### config.mk
export PLATFORM = sky130hd
export DESIGN_NAME = rfre_top
export DESIGN_NICKNAME = d
export VERILOG_FILES = /design/src/hdl/rfre_req_check.v /design/src/hdl/rfre_top.v
export VERILOG_INCLUDE_DIRS = /design/src /design/src/hdl
export SDC_FILE = /design/constraint.sdc
export NUM_CORES = 1
export LEC_CHECK = 0
export BUFFER_PORTS_ARGS = -buffer_cell sky130_fd_sc_hd__buf_2
export CORE_MARGIN = 8
export CORE_UTILIZATION = 35
export DETAILED_ROUTE_END_ITERATION = 10
export PLACE_DENSITY_LB_ADDON = 0.3
export SLEW_MARGIN = 10
export SYNTH_ARGS = -nofsm -noshare
export SYNTH_HDL_FRONTEND = slang
export SYNTH_HIERARCHICAL = 1
export SYNTH_SLANG_ARGS = --single-unit
export TNS_END_PERCENT = 50
### constraint.sdc
create_clock -name CLK -period 3 [get_ports CLK]
set_clock_uncertainty 0.05 [all_clocks]
set_input_delay 0.6 -clock CLK [delete_from_list [all_inputs] [get_ports CLK]]
set_output_delay 0.6 -clock CLK [all_outputs]
set_load 0.05 [all_outputs]
### src/hdl/rfre_defines.vh
// Constants for the remap fault reason encoder: codes, register map, fields.
// Assumes inclusion by bare name from every design file that needs them.
`ifndef RFRE_DEFINES_VH
`define RFRE_DEFINES_VH

// ----------------------------------------------------------------------------
// Fault reason codes
// ----------------------------------------------------------------------------
`define RFRE_RSN_NONE        8'h00
`define RFRE_RSN_PTE_RSVD    8'h0c
`define RFRE_RSN_KIND_BLOCK  8'h0d
`define RFRE_RSN_FMT_RSVD    8'h20
`define RFRE_RSN_SLOT_RANGE  8'h21
`define RFRE_RSN_ENTRY_INVAL 8'h22
`define RFRE_RSN_FETCH_ERR   8'h23
`define RFRE_RSN_ENTRY_RSVD  8'h24
`define RFRE_RSN_LEGACY_BLK  8'h25
`define RFRE_RSN_REQ_CHECK   8'h26

// ----------------------------------------------------------------------------
// Register byte addresses
// ----------------------------------------------------------------------------
`define RFRE_ADDR_CTRL       12'h000
`define RFRE_ADDR_STATUS     12'h004
`define RFRE_ADDR_MASK       12'h008
`define RFRE_ADDR_LAST       12'h00c
`define RFRE_ADDR_COUNT      12'h010

// ----------------------------------------------------------------------------
// Field positions and reset values
// ----------------------------------------------------------------------------
`define RFRE_CTRL_WIDE_BIT   0
`define RFRE_CTRL_LEGACY_BIT 1
`define RFRE_CTRL_SIZE_LSB   4
`define RFRE_CTRL_SIZE_MSB   7
`define RFRE_CTRL_RESET      32'h0000_0002
`define RFRE_ST_XLAT_BIT     0
`define RFRE_ST_IRQ_BIT      1
`define RFRE_MASK_RESET      2'h0

// ----------------------------------------------------------------------------
// Requester check kinds
// ----------------------------------------------------------------------------
`define RFRE_CHK_NONE        2'h0
`define RFRE_CHK_MATCH       2'h1
`define RFRE_CHK_BUS_RANGE   2'h2

`endif

### src/hdl/rfre_req_check.v
// Requester identity check against a remap table entry.
// Assumes all inputs are stable on one clock; purely combinational.
`timescale 1ns/1ps
`include "rfre_defines.vh"

module rfre_req_check (
   // Request side
   input  wire [15:0] source_id,
   // Entry side
   input  wire [15:0] requester_tag,
   input  wire [1:0]  requester_check_kind,
   input  wire [1:0]  requester_match_mask,
   // Verdict
   output reg         check_fail
);

   // ----------------------------------------------------------------------------
   // Identity compare
   // ----------------------------------------------------------------------------
   reg [15:0] ignore_bits;

   // Mask widens the don't-care function field from bit 2 downward
   always @* begin
      ignore_bits = 16'h0000;
      case (requester_match_mask)
         2'h1:    ignore_bits = 16'h0004;
         2'h2:    ignore_bits = 16'h0006;
         2'h3:    ignore_bits = 16'h0007;
         default: ignore_bits = 16'h0000;
      endcase
      case (requester_check_kind)
         `RFRE_CHK_NONE:     check_fail = 1'b0;
         `RFRE_CHK_MATCH:    check_fail = |((source_id ^ requester_tag) & ~ignore_bits);
         // Bus number must lie inside the tag's [start, end] bus window
         `RFRE_CHK_BUS_RANGE: check_fail = (source_id[15:8] < requester_tag[15:8]) ||
                                           (source_id[15:8] > requester_tag[7:0]);
         // Undefined kind can never be trusted, so it fails closed
         default:            check_fail = 1'b1;
      endcase
   end

endmodule // rfre_req_check

### src/hdl/rfre_top.v
// Remap fault reason encoder: classifies translation and interrupt remap
// faults into 8-bit reason codes, with an APB register slave and interrupt.
// Assumes all fault-condition inputs come from logic on CLK, one check per
// strobe, and that the APB master is on the same clock.
// Only the defined codes can leave; reserved values are filtered out.
//
// Contract
// - PTE with R/W set, reserved nonzero: 0Ch
// - Translation-kind blocked request reports 0Dh
// - Remappable request reserved bits set: 20h
// - Slot beyond configured table size: 21h
// - Selected entry not valid: 22h
// - Table fetch access error: 23h
// - Valid entry reserved field nonzero: 24h
// - Legacy format blocked when disallowed: 25h
// - Requester identity check fails: 26h
// - Reason code zero is never reported
//
// The address map and the APB slave port were left to the implementer.
`timescale 1ns/1ps
`include "rfre_defines.vh"

module rfre_top #(
   parameter ALT_PLATFORM = 0,   // 1: legacy-format interrupts always blocked
   parameter SLOT_W       = 16,  // Width of the interrupt slot number
   parameter COUNT_W      = 16   // Width of the fault counter
) (
   // Clock and reset
   input  wire               CLK,
   input  wire               RESET_N,
   // APB slave
   input  wire               PSEL,
   input  wire               PENABLE,
   input  wire               PWRITE,
   input  wire [11:0]        PADDR,
   input  wire [31:0]        PWDATA,
   output wire [31:0]        PRDATA,
   output wire               PREADY,
   output wire               PSLVERR,
   // Translation fault check
   input  wire               XLAT_CHK,
   input  wire               XLAT_PTE_RW_SET,
   input  wire               XLAT_PTE_RSVD_NZ,
   input  wire               XLAT_KIND_BLOCKED,
   // Interrupt remap fault check
   input  wire               IRQ_CHK,
   input  wire               IRQ_REMAPPABLE,
   input  wire               IRQ_FMT_RSVD,
   input  wire [SLOT_W-1:0]  IRQ_SLOT,
   input  wire [15:0]        IRQ_SOURCE_ID,
   input  wire               IRQ_FETCH_ERR,
   input  wire               ENTRY_VALID,
   input  wire               ENTRY_RSVD_NZ,
   input  wire [15:0]        ENTRY_REQUESTER_TAG,
   input  wire [1:0]         ENTRY_REQUESTER_CHECK_KIND,
   input  wire [1:0]         ENTRY_REQUESTER_MATCH_MASK,
   // Fault reports
   output reg                XLAT_FAULT,
   output reg  [7:0]         XLAT_REASON,
   output reg                IRQ_FAULT,
   output reg  [7:0]         IRQ_REASON,
   output reg                IRQ_BLOCK,
   // Interrupt
   output wire               INTR
);

   // ----------------------------------------------------------------------------
   // Register state
   // ----------------------------------------------------------------------------
   reg                wide_irq_id_mode_r;
   reg                legacy_irq_format_on_r;
   reg  [3:0]         table_size_r;
   reg  [1:0]         status_r;
   reg  [1:0]         status_nxt;
   reg  [1:0]         mask_r;
   reg  [7:0]         last_reason_r;
   reg  [COUNT_W-1:0] count_r;
   reg  [COUNT_W-1:0] count_nxt;
   reg  [31:0]        rdata;
   reg                addr_hit;
   wire               wr_en;
   wire               rd_en;
   wire               xlat_hit;
   wire               irq_hit;

   // Per-register write strobes
   wire               ctrl_wr;
   wire               status_wr;
   wire               mask_wr;
   wire               count_wr;

   // Control reset image and counter ceiling
   localparam [31:0]         CTRL_RST  = `RFRE_CTRL_RESET;
   localparam [COUNT_W-1:0]  COUNT_MAX = {COUNT_W{1'b1}};

   // Combinational classifier results
   reg  [7:0]         xlat_code;
   reg  [7:0]         irq_code;
   wire               req_fail;

   // ----------------------------------------------------------------------------
   // Helper functions
   // ----------------------------------------------------------------------------
   // Slot is out of range if any bit above the table's index width is set;
   // a size field of s gives 2^(s+1) entries.
   function slot_over;
      input [SLOT_W-1:0] slot;
      input [3:0]        size;
      integer            i;
      begin
         slot_over = 1'b0;
         for (i = 1; i < SLOT_W; i = i + 1) begin
            if (slot[i] && (i > size))
               slot_over = 1'b1;
         end
      end
   endfunction

   // Only the defined codes may leave the block
   // Reserved gaps 0Eh-1Fh and 27h-FFh fail both tests
   function code_legal;
      input [7:0] code;
      begin
         code_legal = (code == `RFRE_RSN_PTE_RSVD) || (code == `RFRE_RSN_KIND_BLOCK) ||
                      ((code >= `RFRE_RSN_FMT_RSVD) && (code <= `RFRE_RSN_REQ_CHECK));
      end
   endfunction

   // One register's write strobe; the decode is shared by several processes
   function wr_sel;
      input        wr;
      input [11:0] addr;
      input [11:0] target;
      begin
         wr_sel = wr && (addr == target);
      end
   endfunction

   // ----------------------------------------------------------------------------
   // Requester identity check
   // ----------------------------------------------------------------------------
   rfre_req_check u_req_check (
      .source_id            (IRQ_SOURCE_ID),
      .requester_tag        (ENTRY_REQUESTER_TAG),
      .requester_check_kind (ENTRY_REQUESTER_CHECK_KIND),
      .requester_match_mask (ENTRY_REQUESTER_MATCH_MASK),
      .check_fail           (req_fail)
   );

   // ----------------------------------------------------------------------------
   // Translation classifier
   // ----------------------------------------------------------------------------
   // Context entry is consulted before the page walk, so its block wins
   // Earlier translation codes are raised upstream, not here
   always @* begin
      xlat_code = `RFRE_RSN_NONE;
      if (XLAT_KIND_BLOCKED)
         xlat_code = `RFRE_RSN_KIND_BLOCK;
      else if (XLAT_PTE_RW_SET && XLAT_PTE_RSVD_NZ)
         xlat_code = `RFRE_RSN_PTE_RSVD;
   end

   // ----------------------------------------------------------------------------
   // Interrupt classifier
   // ----------------------------------------------------------------------------
   // Order follows the lookup: decode, index, fetch, entry, identity
   // Fetch error outranks the valid flag: a failed fetch leaves no entry
   // Legacy-format requests skip the remap checks entirely
   always @* begin
      irq_code = `RFRE_RSN_NONE;
      if (!IRQ_REMAPPABLE) begin
         if ((ALT_PLATFORM != 0) || wide_irq_id_mode_r || !legacy_irq_format_on_r)
            irq_code = `RFRE_RSN_LEGACY_BLK;
      end else if (IRQ_FMT_RSVD)
         irq_code = `RFRE_RSN_FMT_RSVD;
      else if (slot_over(IRQ_SLOT, table_size_r))
         irq_code = `RFRE_RSN_SLOT_RANGE;
      else if (IRQ_FETCH_ERR)
         irq_code = `RFRE_RSN_FETCH_ERR;
      else if (!ENTRY_VALID)
         irq_code = `RFRE_RSN_ENTRY_INVAL;
      else if (ENTRY_RSVD_NZ)
         irq_code = `RFRE_RSN_ENTRY_RSVD;
      else if (req_fail)
         irq_code = `RFRE_RSN_REQ_CHECK;
   end

   // ----------------------------------------------------------------------------
   // Fault report registers
   // ----------------------------------------------------------------------------
   // A report fires only with a legal nonzero code; the reason holds between
   assign xlat_hit = XLAT_CHK && code_legal(xlat_code);
   assign irq_hit  = IRQ_CHK && code_legal(irq_code);

   // IRQ_BLOCK mirrors IRQ_FAULT: each interrupt fault here drops the request

   always @(posedge CLK or negedge RESET_N) begin
      if (!RESET_N) begin
         XLAT_FAULT  <= 1'b0;
         XLAT_REASON <= 8'h00;
         IRQ_FAULT   <= 1'b0;
         IRQ_REASON  <= 8'h00;
         IRQ_BLOCK   <= 1'b0;
      end else begin
         XLAT_FAULT <= xlat_hit;
         IRQ_FAULT  <= irq_hit;
         IRQ_BLOCK  <= irq_hit;
         if (xlat_hit)
            XLAT_REASON <= xlat_code;
         if (irq_hit)
            IRQ_REASON <= irq_code;
      end
   end

   // ----------------------------------------------------------------------------
   // APB slave
   // ----------------------------------------------------------------------------
   // Zero wait states: every access completes in its first access cycle
   // Limitation: no byte strobes, each register is one whole word
   assign wr_en   = PSEL && PENABLE && PWRITE;
   assign rd_en   = PSEL && PENABLE && !PWRITE;
   assign PREADY  = 1'b1;
   assign PSLVERR = PSEL && PENABLE && !addr_hit;
   assign PRDATA  = rd_en ? rdata : 32'h0000_0000;

   // Per-register write strobes
   assign ctrl_wr   = wr_sel(wr_en, PADDR, `RFRE_ADDR_CTRL);
   assign status_wr = wr_sel(wr_en, PADDR, `RFRE_ADDR_STATUS);
   assign mask_wr   = wr_sel(wr_en, PADDR, `RFRE_ADDR_MASK);
   assign count_wr  = wr_sel(wr_en, PADDR, `RFRE_ADDR_COUNT);

   // Read mux and decode
   always @* begin
      rdata    = 32'h0000_0000;
      addr_hit = 1'b1;
      case (PADDR)
         `RFRE_ADDR_CTRL: begin
            rdata[`RFRE_CTRL_WIDE_BIT]                       = wide_irq_id_mode_r;
            rdata[`RFRE_CTRL_LEGACY_BIT]                     = legacy_irq_format_on_r;
            rdata[`RFRE_CTRL_SIZE_MSB:`RFRE_CTRL_SIZE_LSB]   = table_size_r;
         end
         `RFRE_ADDR_STATUS: rdata[1:0] = status_r;
         `RFRE_ADDR_MASK:   rdata[1:0] = mask_r;
         `RFRE_ADDR_LAST:   rdata[7:0] = last_reason_r;
         `RFRE_ADDR_COUNT:  rdata[COUNT_W-1:0] = count_r;
         default:           addr_hit = 1'b0;
      endcase
   end

   // ----------------------------------------------------------------------------
   // Status and counter next values
   // ----------------------------------------------------------------------------
   // Write-one-to-clear, but a fault in the same cycle keeps its bit set
   always @* begin
      status_nxt = status_r;
      if (status_wr)
         status_nxt = status_r & ~PWDATA[1:0];
      if (xlat_hit)
         status_nxt[`RFRE_ST_XLAT_BIT] = 1'b1;
      if (irq_hit)
         status_nxt[`RFRE_ST_IRQ_BIT] = 1'b1;
      // Counter saturates rather than wrap, so a flood never reads as few
      count_nxt = count_r;
      if ((xlat_hit || irq_hit) && (count_r != COUNT_MAX))
         count_nxt = count_r + {{(COUNT_W-1){1'b0}}, 1'b1};
   end

   // ----------------------------------------------------------------------------
   // Register updates
   // ----------------------------------------------------------------------------
   always @(posedge CLK or negedge RESET_N) begin
      if (!RESET_N) begin
         wide_irq_id_mode_r     <= CTRL_RST[`RFRE_CTRL_WIDE_BIT];
         legacy_irq_format_on_r <= CTRL_RST[`RFRE_CTRL_LEGACY_BIT];
         table_size_r           <= CTRL_RST[`RFRE_CTRL_SIZE_MSB:`RFRE_CTRL_SIZE_LSB];
         status_r               <= 2'h0;
         mask_r                 <= `RFRE_MASK_RESET;
         last_reason_r          <= 8'h00;
         count_r                <= {COUNT_W{1'b0}};
      end else begin
         status_r <= status_nxt;
         count_r  <= count_nxt;
         if (ctrl_wr) begin
            wide_irq_id_mode_r     <= PWDATA[`RFRE_CTRL_WIDE_BIT];
            legacy_irq_format_on_r <= PWDATA[`RFRE_CTRL_LEGACY_BIT];
            table_size_r           <= PWDATA[`RFRE_CTRL_SIZE_MSB:`RFRE_CTRL_SIZE_LSB];
         end
         if (mask_wr)
            mask_r <= PWDATA[1:0];
         // Interrupt fault takes the slot when both fire together
         if (irq_hit)
            last_reason_r <= irq_code;
         else if (xlat_hit)
            last_reason_r <= xlat_code;
         // A count clear drops a fault landing in the same cycle
         if (count_wr)
            count_r <= {COUNT_W{1'b0}};
      end
   end

   // ----------------------------------------------------------------------------
   // Interrupt output
   // ----------------------------------------------------------------------------
   // A set mask bit lets its status bit drive the line
   assign INTR = |(status_r & mask_r);

endmodule // rfre_top

[Yosys cells after proc, flatten, opt, wreduce, memory -nomap -nowiden]
Cells that the tools add are included.
Storage, ports and cells
  register bits after elaboration: 52
  bits of input ports: 111
Operators by class
  add/subtract/negate cells: 1
  $lt $le $gt $ge: 21
  equality and inequality tests: 14
  multiplexer cells: 42
  bitwise logic cells: 6
  reduce and logical (&&, ||, !) cells: 48
Operators with widths (number)
  two-way mux 16 bit: 3
  two-way mux 6 bit: 7
  two-way mux 8 bit: 5
  equality test 8 x 4 -> 1 bit (second input constant): 4
  greater-than comparator 4 bit (first input constant): 8
  logical AND 1 bit: 29
  equality test 12 x 4 -> 1 bit (second input constant): 2
  two-way mux 1 bit: 20
  adder 16 x 1 -> 16 bit (second input constant): 1
  AND 16 bit: 1
  >= comparator 8 x 6 -> 1 bit (second input constant): 2
  greater-than comparator 3 x 4 -> 1 bit (first input constant): 4
  less-or-equal comparator 8 x 6 -> 1 bit (second input constant): 2
  inequality test 16 bit (second input constant): 1
  inverter 3 -> 16 bit: 1
  OR reduction 16 bit: 1
  XOR 16 bit: 1
  equality test 12 x 3 -> 1 bit (second input constant): 1
  equality test 12 x 5 -> 1 bit (second input constant): 1
  zero test 12 bit: 1
  case mux 4 bit (3 select lines): 1
  case mux 2 bit (5 select lines): 1
  case mux 3 bit (3 select lines): 1
  greater-than comparator 2 x 4 -> 1 bit (first input constant): 2
  other kinds (17): 32

[Longest topological paths before layout]
  depth in word-level cells: 30
  depth in mapped cells: 14
  mapped depth without buffers: 12

[By module]
The synthesis kept the hierarchy.
Modules (own cells, without submodules)
  rfre_top: instances 1, cells an instance 277, area each 2602.5 um2, sequential area each 977.2 um2
  rfre_req_check: instances 1, cells an instance 68, area each 508.0 um2, sequential area each 0.0 um2

[Worst setup path before layout]
No wires, ideal clock.
  kind: input to output
  start: input port PADDR[7]
  end: output port PRDATA[0]
  arrival: 3.004 ns
  slack: -0.654 ns
  stages: 5
  path through: nor4_1 > nand3_1 > nor4bb_1 > a22oi_1 > a21boi_0
Between the ends
  longest elaborated chain between the ends: 3
  elaborated cells on any way between the ends: 7
RTL lines
  from (decl): RTL line rfre_top.v:35  | input wire [11:0] PADDR,
  equality test 12 x 5 -> 1 bit (tied with other cells): RTL line rfre_top.v:236  | case (PADDR)
  case mux 2 bit (5 select lines) *: RTL line rfre_top.v:236
  two-way mux 16 bit *: RTL line rfre_top.v:224  | assign PRDATA = rd_en ? rdata : 32'h0000_0000;
  to (decl): RTL line rfre_top.v:37  | output wire [31:0] PRDATA,
Every way passes the cells marked *; elsewhere a longest branch is shown, timed or not.

[Worst setup path in the final report]
  start: input port ENTRY_REQUESTER_TAG[14]
  end: register count_r[9]
Between the ends
  longest elaborated chain between the ends: 18
  elaborated cells on any way between the ends: 24
RTL lines
  from (decl): RTL line rfre_top.v:54  | input wire [15:0] ENTRY_REQUESTER_TAG,
  parallel branches: the longest is 3 deep, another holds less-than comparator 8 bit
  case mux 1 bit (3 select lines) *: RTL line rfre_req_check.v:31  | case (requester_check_kind)
  via req_fail: RTL line rfre_top.v:99  | wire req_fail;
  two-way mux 6 bit *: RTL line rfre_top.v:184  | else if (req_fail)
  two-way mux 6 bit *: RTL line rfre_top.v:182  | else if (ENTRY_RSVD_NZ)
  two-way mux 6 bit *: RTL line rfre_top.v:180  | else if (!ENTRY_VALID)
  two-way mux 6 bit *: RTL line rfre_top.v:178  | else if (IRQ_FETCH_ERR)
  two-way mux 6 bit *: RTL line rfre_top.v:176  | else if (slot_over(IRQ_SLOT, table_size_r))
  two-way mux 6 bit *: RTL line rfre_top.v:174  | end else if (IRQ_FMT_RSVD)
  two-way mux 8 bit *: RTL line rfre_top.v:171  | if (!IRQ_REMAPPABLE) begin
  >= comparator 8 x 6 -> 1 bit (no source line) (tied with other cells)
  logical AND 1 bit or logical OR 1 bit (tied branches): RTL line rfre_top.v:125, rfre_top.v:124
  logical OR 1 bit *: RTL line rfre_top.v:124  | code_legal = (code == `RFRE_RSN_PTE_RSVD) || (code == `RFRE_RSN_KIND_BLOCK) ||
  logical AND 1 bit *: RTL line rfre_top.v:193  | assign irq_hit = IRQ_CHK && code_legal(irq_code);
  logical OR 1 bit *: RTL line rfre_top.v:264  | if ((xlat_hit || irq_hit) && (count_r != COUNT_MAX))
  logical AND 1 bit *: RTL line rfre_top.v:264
  nonzero test 2 bit (no source line) *
  to (signal assigned): RTL line rfre_top.v:279  | count_r <= {COUNT_W{1'b0}};
  to (signal assigned): RTL line rfre_top.v:282  | count_r <= count_nxt;
  to (signal assigned): RTL line rfre_top.v:297  | count_r <= {COUNT_W{1'b0}};
  to (decl): RTL line rfre_top.v:77  | reg [COUNT_W-1:0] count_r;
Mark *: on every way through the listed nets, which the timed path passes.
A chain may end at the register's enable or synchronous reset.

==> flow_metrics.tcl <==
set metrics [dict create \
    drtIter0Drc 122 \
    outcome "complete, but fails checks" \
    crit_cells 15 \
    fin_nets 616 \
    grt_max_degree 40 \
    place_congestion 0.7950 \
    postRouteAntennaNets 0 \
    crit_path_end_kind "register" \
    start_kind "primary input" \
    dp_cells 581 \
    synth_cells 345 \
    avgSynthCellArea_um2 9.016 \
    crit_path_frequent_cell "nand4_1" \
    die_area_um2 12160 \
    drt-met1-wl_mm 3.630 \
    syn_to_final_growth_pct 38.62 \
    mostFrequentLayoutCells "buf_2 (100), dfrtp_1 (38), buf_4 (32)" \
    crit_required_ns 3.15 \
    r2r_cells 7 \
    final-instance-count-excl-fill 597 \
    synth-seq-area-share 0.3142 \
    crit_fanout 5 \
    top_layer "met4" \
    cts_root_buf "clkbuf_8" \
    drcViolationCount 0 \
    setup_viol 18 \
    clock_latency_ns 0.30 \
    grt_overflow 0 \
    antennaDiodeCount 0 \
    violations "negative setup slack" \
    ctsHoldBuffers 0 \
    critPathTopFamily "simple AND/OR/NAND/NOR gates" \
    grt_pass1_wl_mm 14.72 \
    hpwl_mm 7.360 \
    die_w_um 110.3 \
    synth_warnings 6 \
    dr_wl_met3_um 606 \
    powerDensity_nw_per_um2 388.2 \
    syn_area_um2 3110 \
    fp.dieH_um 110.3 \
    path_clk_slew_ns 0.10 \
    rows 34 \
    numCtsBuffers 5 \
    pin_count 165 \
    worst_pin_slew_ns 0.8767 \
    grt_pass1_vias 3197 \
    holdWs_ns 0.3516 \
    maxCapViolCount 0 \
    post-place-ws_ns -0.6180 \
    met2_length_mm 4.851 \
    synth_edf_count 0 \
    crit_buf_inv 4 \
    hold_viol_final 0 \
    clockBufferDepth 2 \
    finalMaxSlewViolations 0 \
    port_buffers 111 \
    hp-class "in -> async" \
    clock.fmax_mhz 310.4 \
    layout_commonest_cell "buf_2" \
    fill_cells 869 \
    worst_slack_ns -0.2221 \
    post_drt_wl_per_cell_um 15.37 \
    cpPeakStageDelay_ns 0.54 \
    min_period_ns 3.222 \
    ir_drop_uv 189.5 \
    grt_usage 0.1510 \
    cts_tree "built" \
    synth-async-reset-ratio 1.000 \
    ys_types 60 \
    first_pass_iters 4 \
    routed_wirelength_mm 9.176 \
    synthFlopType "dfrtp_1" \
    routed_via_density 4.995 \
    worstSetupPathType "in -> reg" \
    initial_utilization 0.3584 \
    slew_headroom 0.4155 \
    leakage_uw 0.002020 \
    cts-htree-levels 2 \
    worstPathArrival_ns 3.38 \
    cp_cell_sequence "buf_8 -> inv_8 -> ha_4 -> nand4_1 -> or4_4 -> nor4_4 -> nand4_1 -> a22o_1 -> or3_4 -> nand2b_4 -> o31ai_4 -> buf_6 -> buf_12 -> nor4_2 -> o21a_1" \
    fin_crit_sh 1.074 \
    rsz0062_at_grt "true" \
    final_util 0.4968 \
    ys_seq_elements 39 \
    drive_gt1_frac 0.4110 \
    cts_num_sinks 39 \
    core_um2 8678 \
    antenna_found_initial 0 \
    cp_slowest_cell "or4_4" \
    via_count 2982 \
]
[sequential cells by signal, summed over array words and instances, names as in the netlist]
name / flops
IRQ_REASON: 4
XLAT_REASON: 2
count_r: 16
mask_r: 2
table_size_r: 4
IRQ_BLOCK: 1
XLAT_FAULT: 1
legacy_irq_format_on_r: 1
status_r: 2
wide_irq_id_mode_r: 1
last_reason_r: 5
[per-stage QoR]
step / setup TNS, ns / power (uW) / area (um^2)
2_1_floorplan: -5.191 / 1005 / 3272
3_3_place_gp: -10.21 / 1134 / 3958
3_5_place_dp: -11.90 / 1151 / 3958
4_1_cts: -3.253 / 1660 / 4222
5_1_grt: -4.912 / 1781 / 4312
6_report: -2.728 / 1674 / 4312
[worst paths after layout]
kind                       slack, ns                              to                   startpoint
max                            -0.22          count_r[9]$_DFFE_PN0P_      ENTRY_REQUESTER_TAG[14]
min                             0.35         count_r[11]$_DFFE_PN0P_                      RESET_N
max reg2reg                     0.67         count_r[14]$_DFFE_PN0P_  table_size_r[1]$_DFFE_PN0P_
min reg2reg                     0.42       IRQ_REASON[5]$_DFFE_PN0P_    IRQ_REASON[5]$_DFFE_PN0P_
max in group asynchronous       1.97  wide_irq_id_mode_r$_DFFE_PN0P_                      RESET_N
min in group CLK                0.42       IRQ_REASON[5]$_DFFE_PN0P_    IRQ_REASON[5]$_DFFE_PN0P_
[layer usage]
layer | vias to the layer above | GRT usage
met1 | 1383 | 0.1695
met3 | 10 | 0.04477
met4 | 0 | 0.02950
met5 | - | 0
li1 | 1496 | -
met2 | 93 | 0.2757
[Yosys cell counts, types with 6 or more instances]
library cell	instances	area (um^2)
o21a_1	6	45.04
nand3_1	11	55.05
and3_1	9	56.30
nand2b_1	7	43.79
and2_1	10	62.56
buf_4	29	217.7
dfrtp_1	38	950.9
nor2_1	18	67.56
or3_1	11	68.82
a21oi_1	17	85.08
inv_1	25	93.84
o21ai_0	8	40.04
a22oi_1	8	60.06
nand4_1	10	62.56
ha_1	17	212.7
nand2_1	20	75.07
mux2_2	8	90.09
[cells by family (layout without fill, tap and decap cells)]
group | count (synthesis) | in the layout | synth area share
and+or+nand+nor | 125 | 125 | 0.2301
AOI/OAI and AO/OA | 85 | 85 | 0.2180
buffers and inverters | 61 | 181 | 0.1154
DFF | 39 | 39 | 0.3142
adders and majority gates | 17 | 17 | 0.06838
xor gates and xnor gates | 8 | 8 | 0.02253
muxes | 8 | 8 | 0.02896
other | 2 | 26 | 0.002414
[cell type report]
cell class                 instances  area (um^2)  share of cell area
inverter                          25        103.9             0.02409
sequential                        39        977.2              0.2266
clock inverter                     2        38.79            0.008996
timing repair buffer             148        977.2              0.2266
tap                              108        135.1             0.03134
multi-input combinational        269         1997              0.4631
clock buffer                       6        82.58             0.01915
[power breakdown]
group / total, uW / switching (uW) / internal (uW)
Clock: 476 / 202 / 274
Sequential: 700 / 102 / 598
Combinational: 497 / 282 / 216
Total: 1670 / 586 / 1090
[repair_timing]
| action | 4_1_cts | 5_1_grt |
|---|---|---|
| setup endpoints to repair | 18 | 33 |
| buffers inserted | 4 | 2 |
| cloned | 2 | 1 |
| pin swaps | 1 | 9 |
| resized for setup | 16 | 22 |
Power figures use the tool's default switching activity.
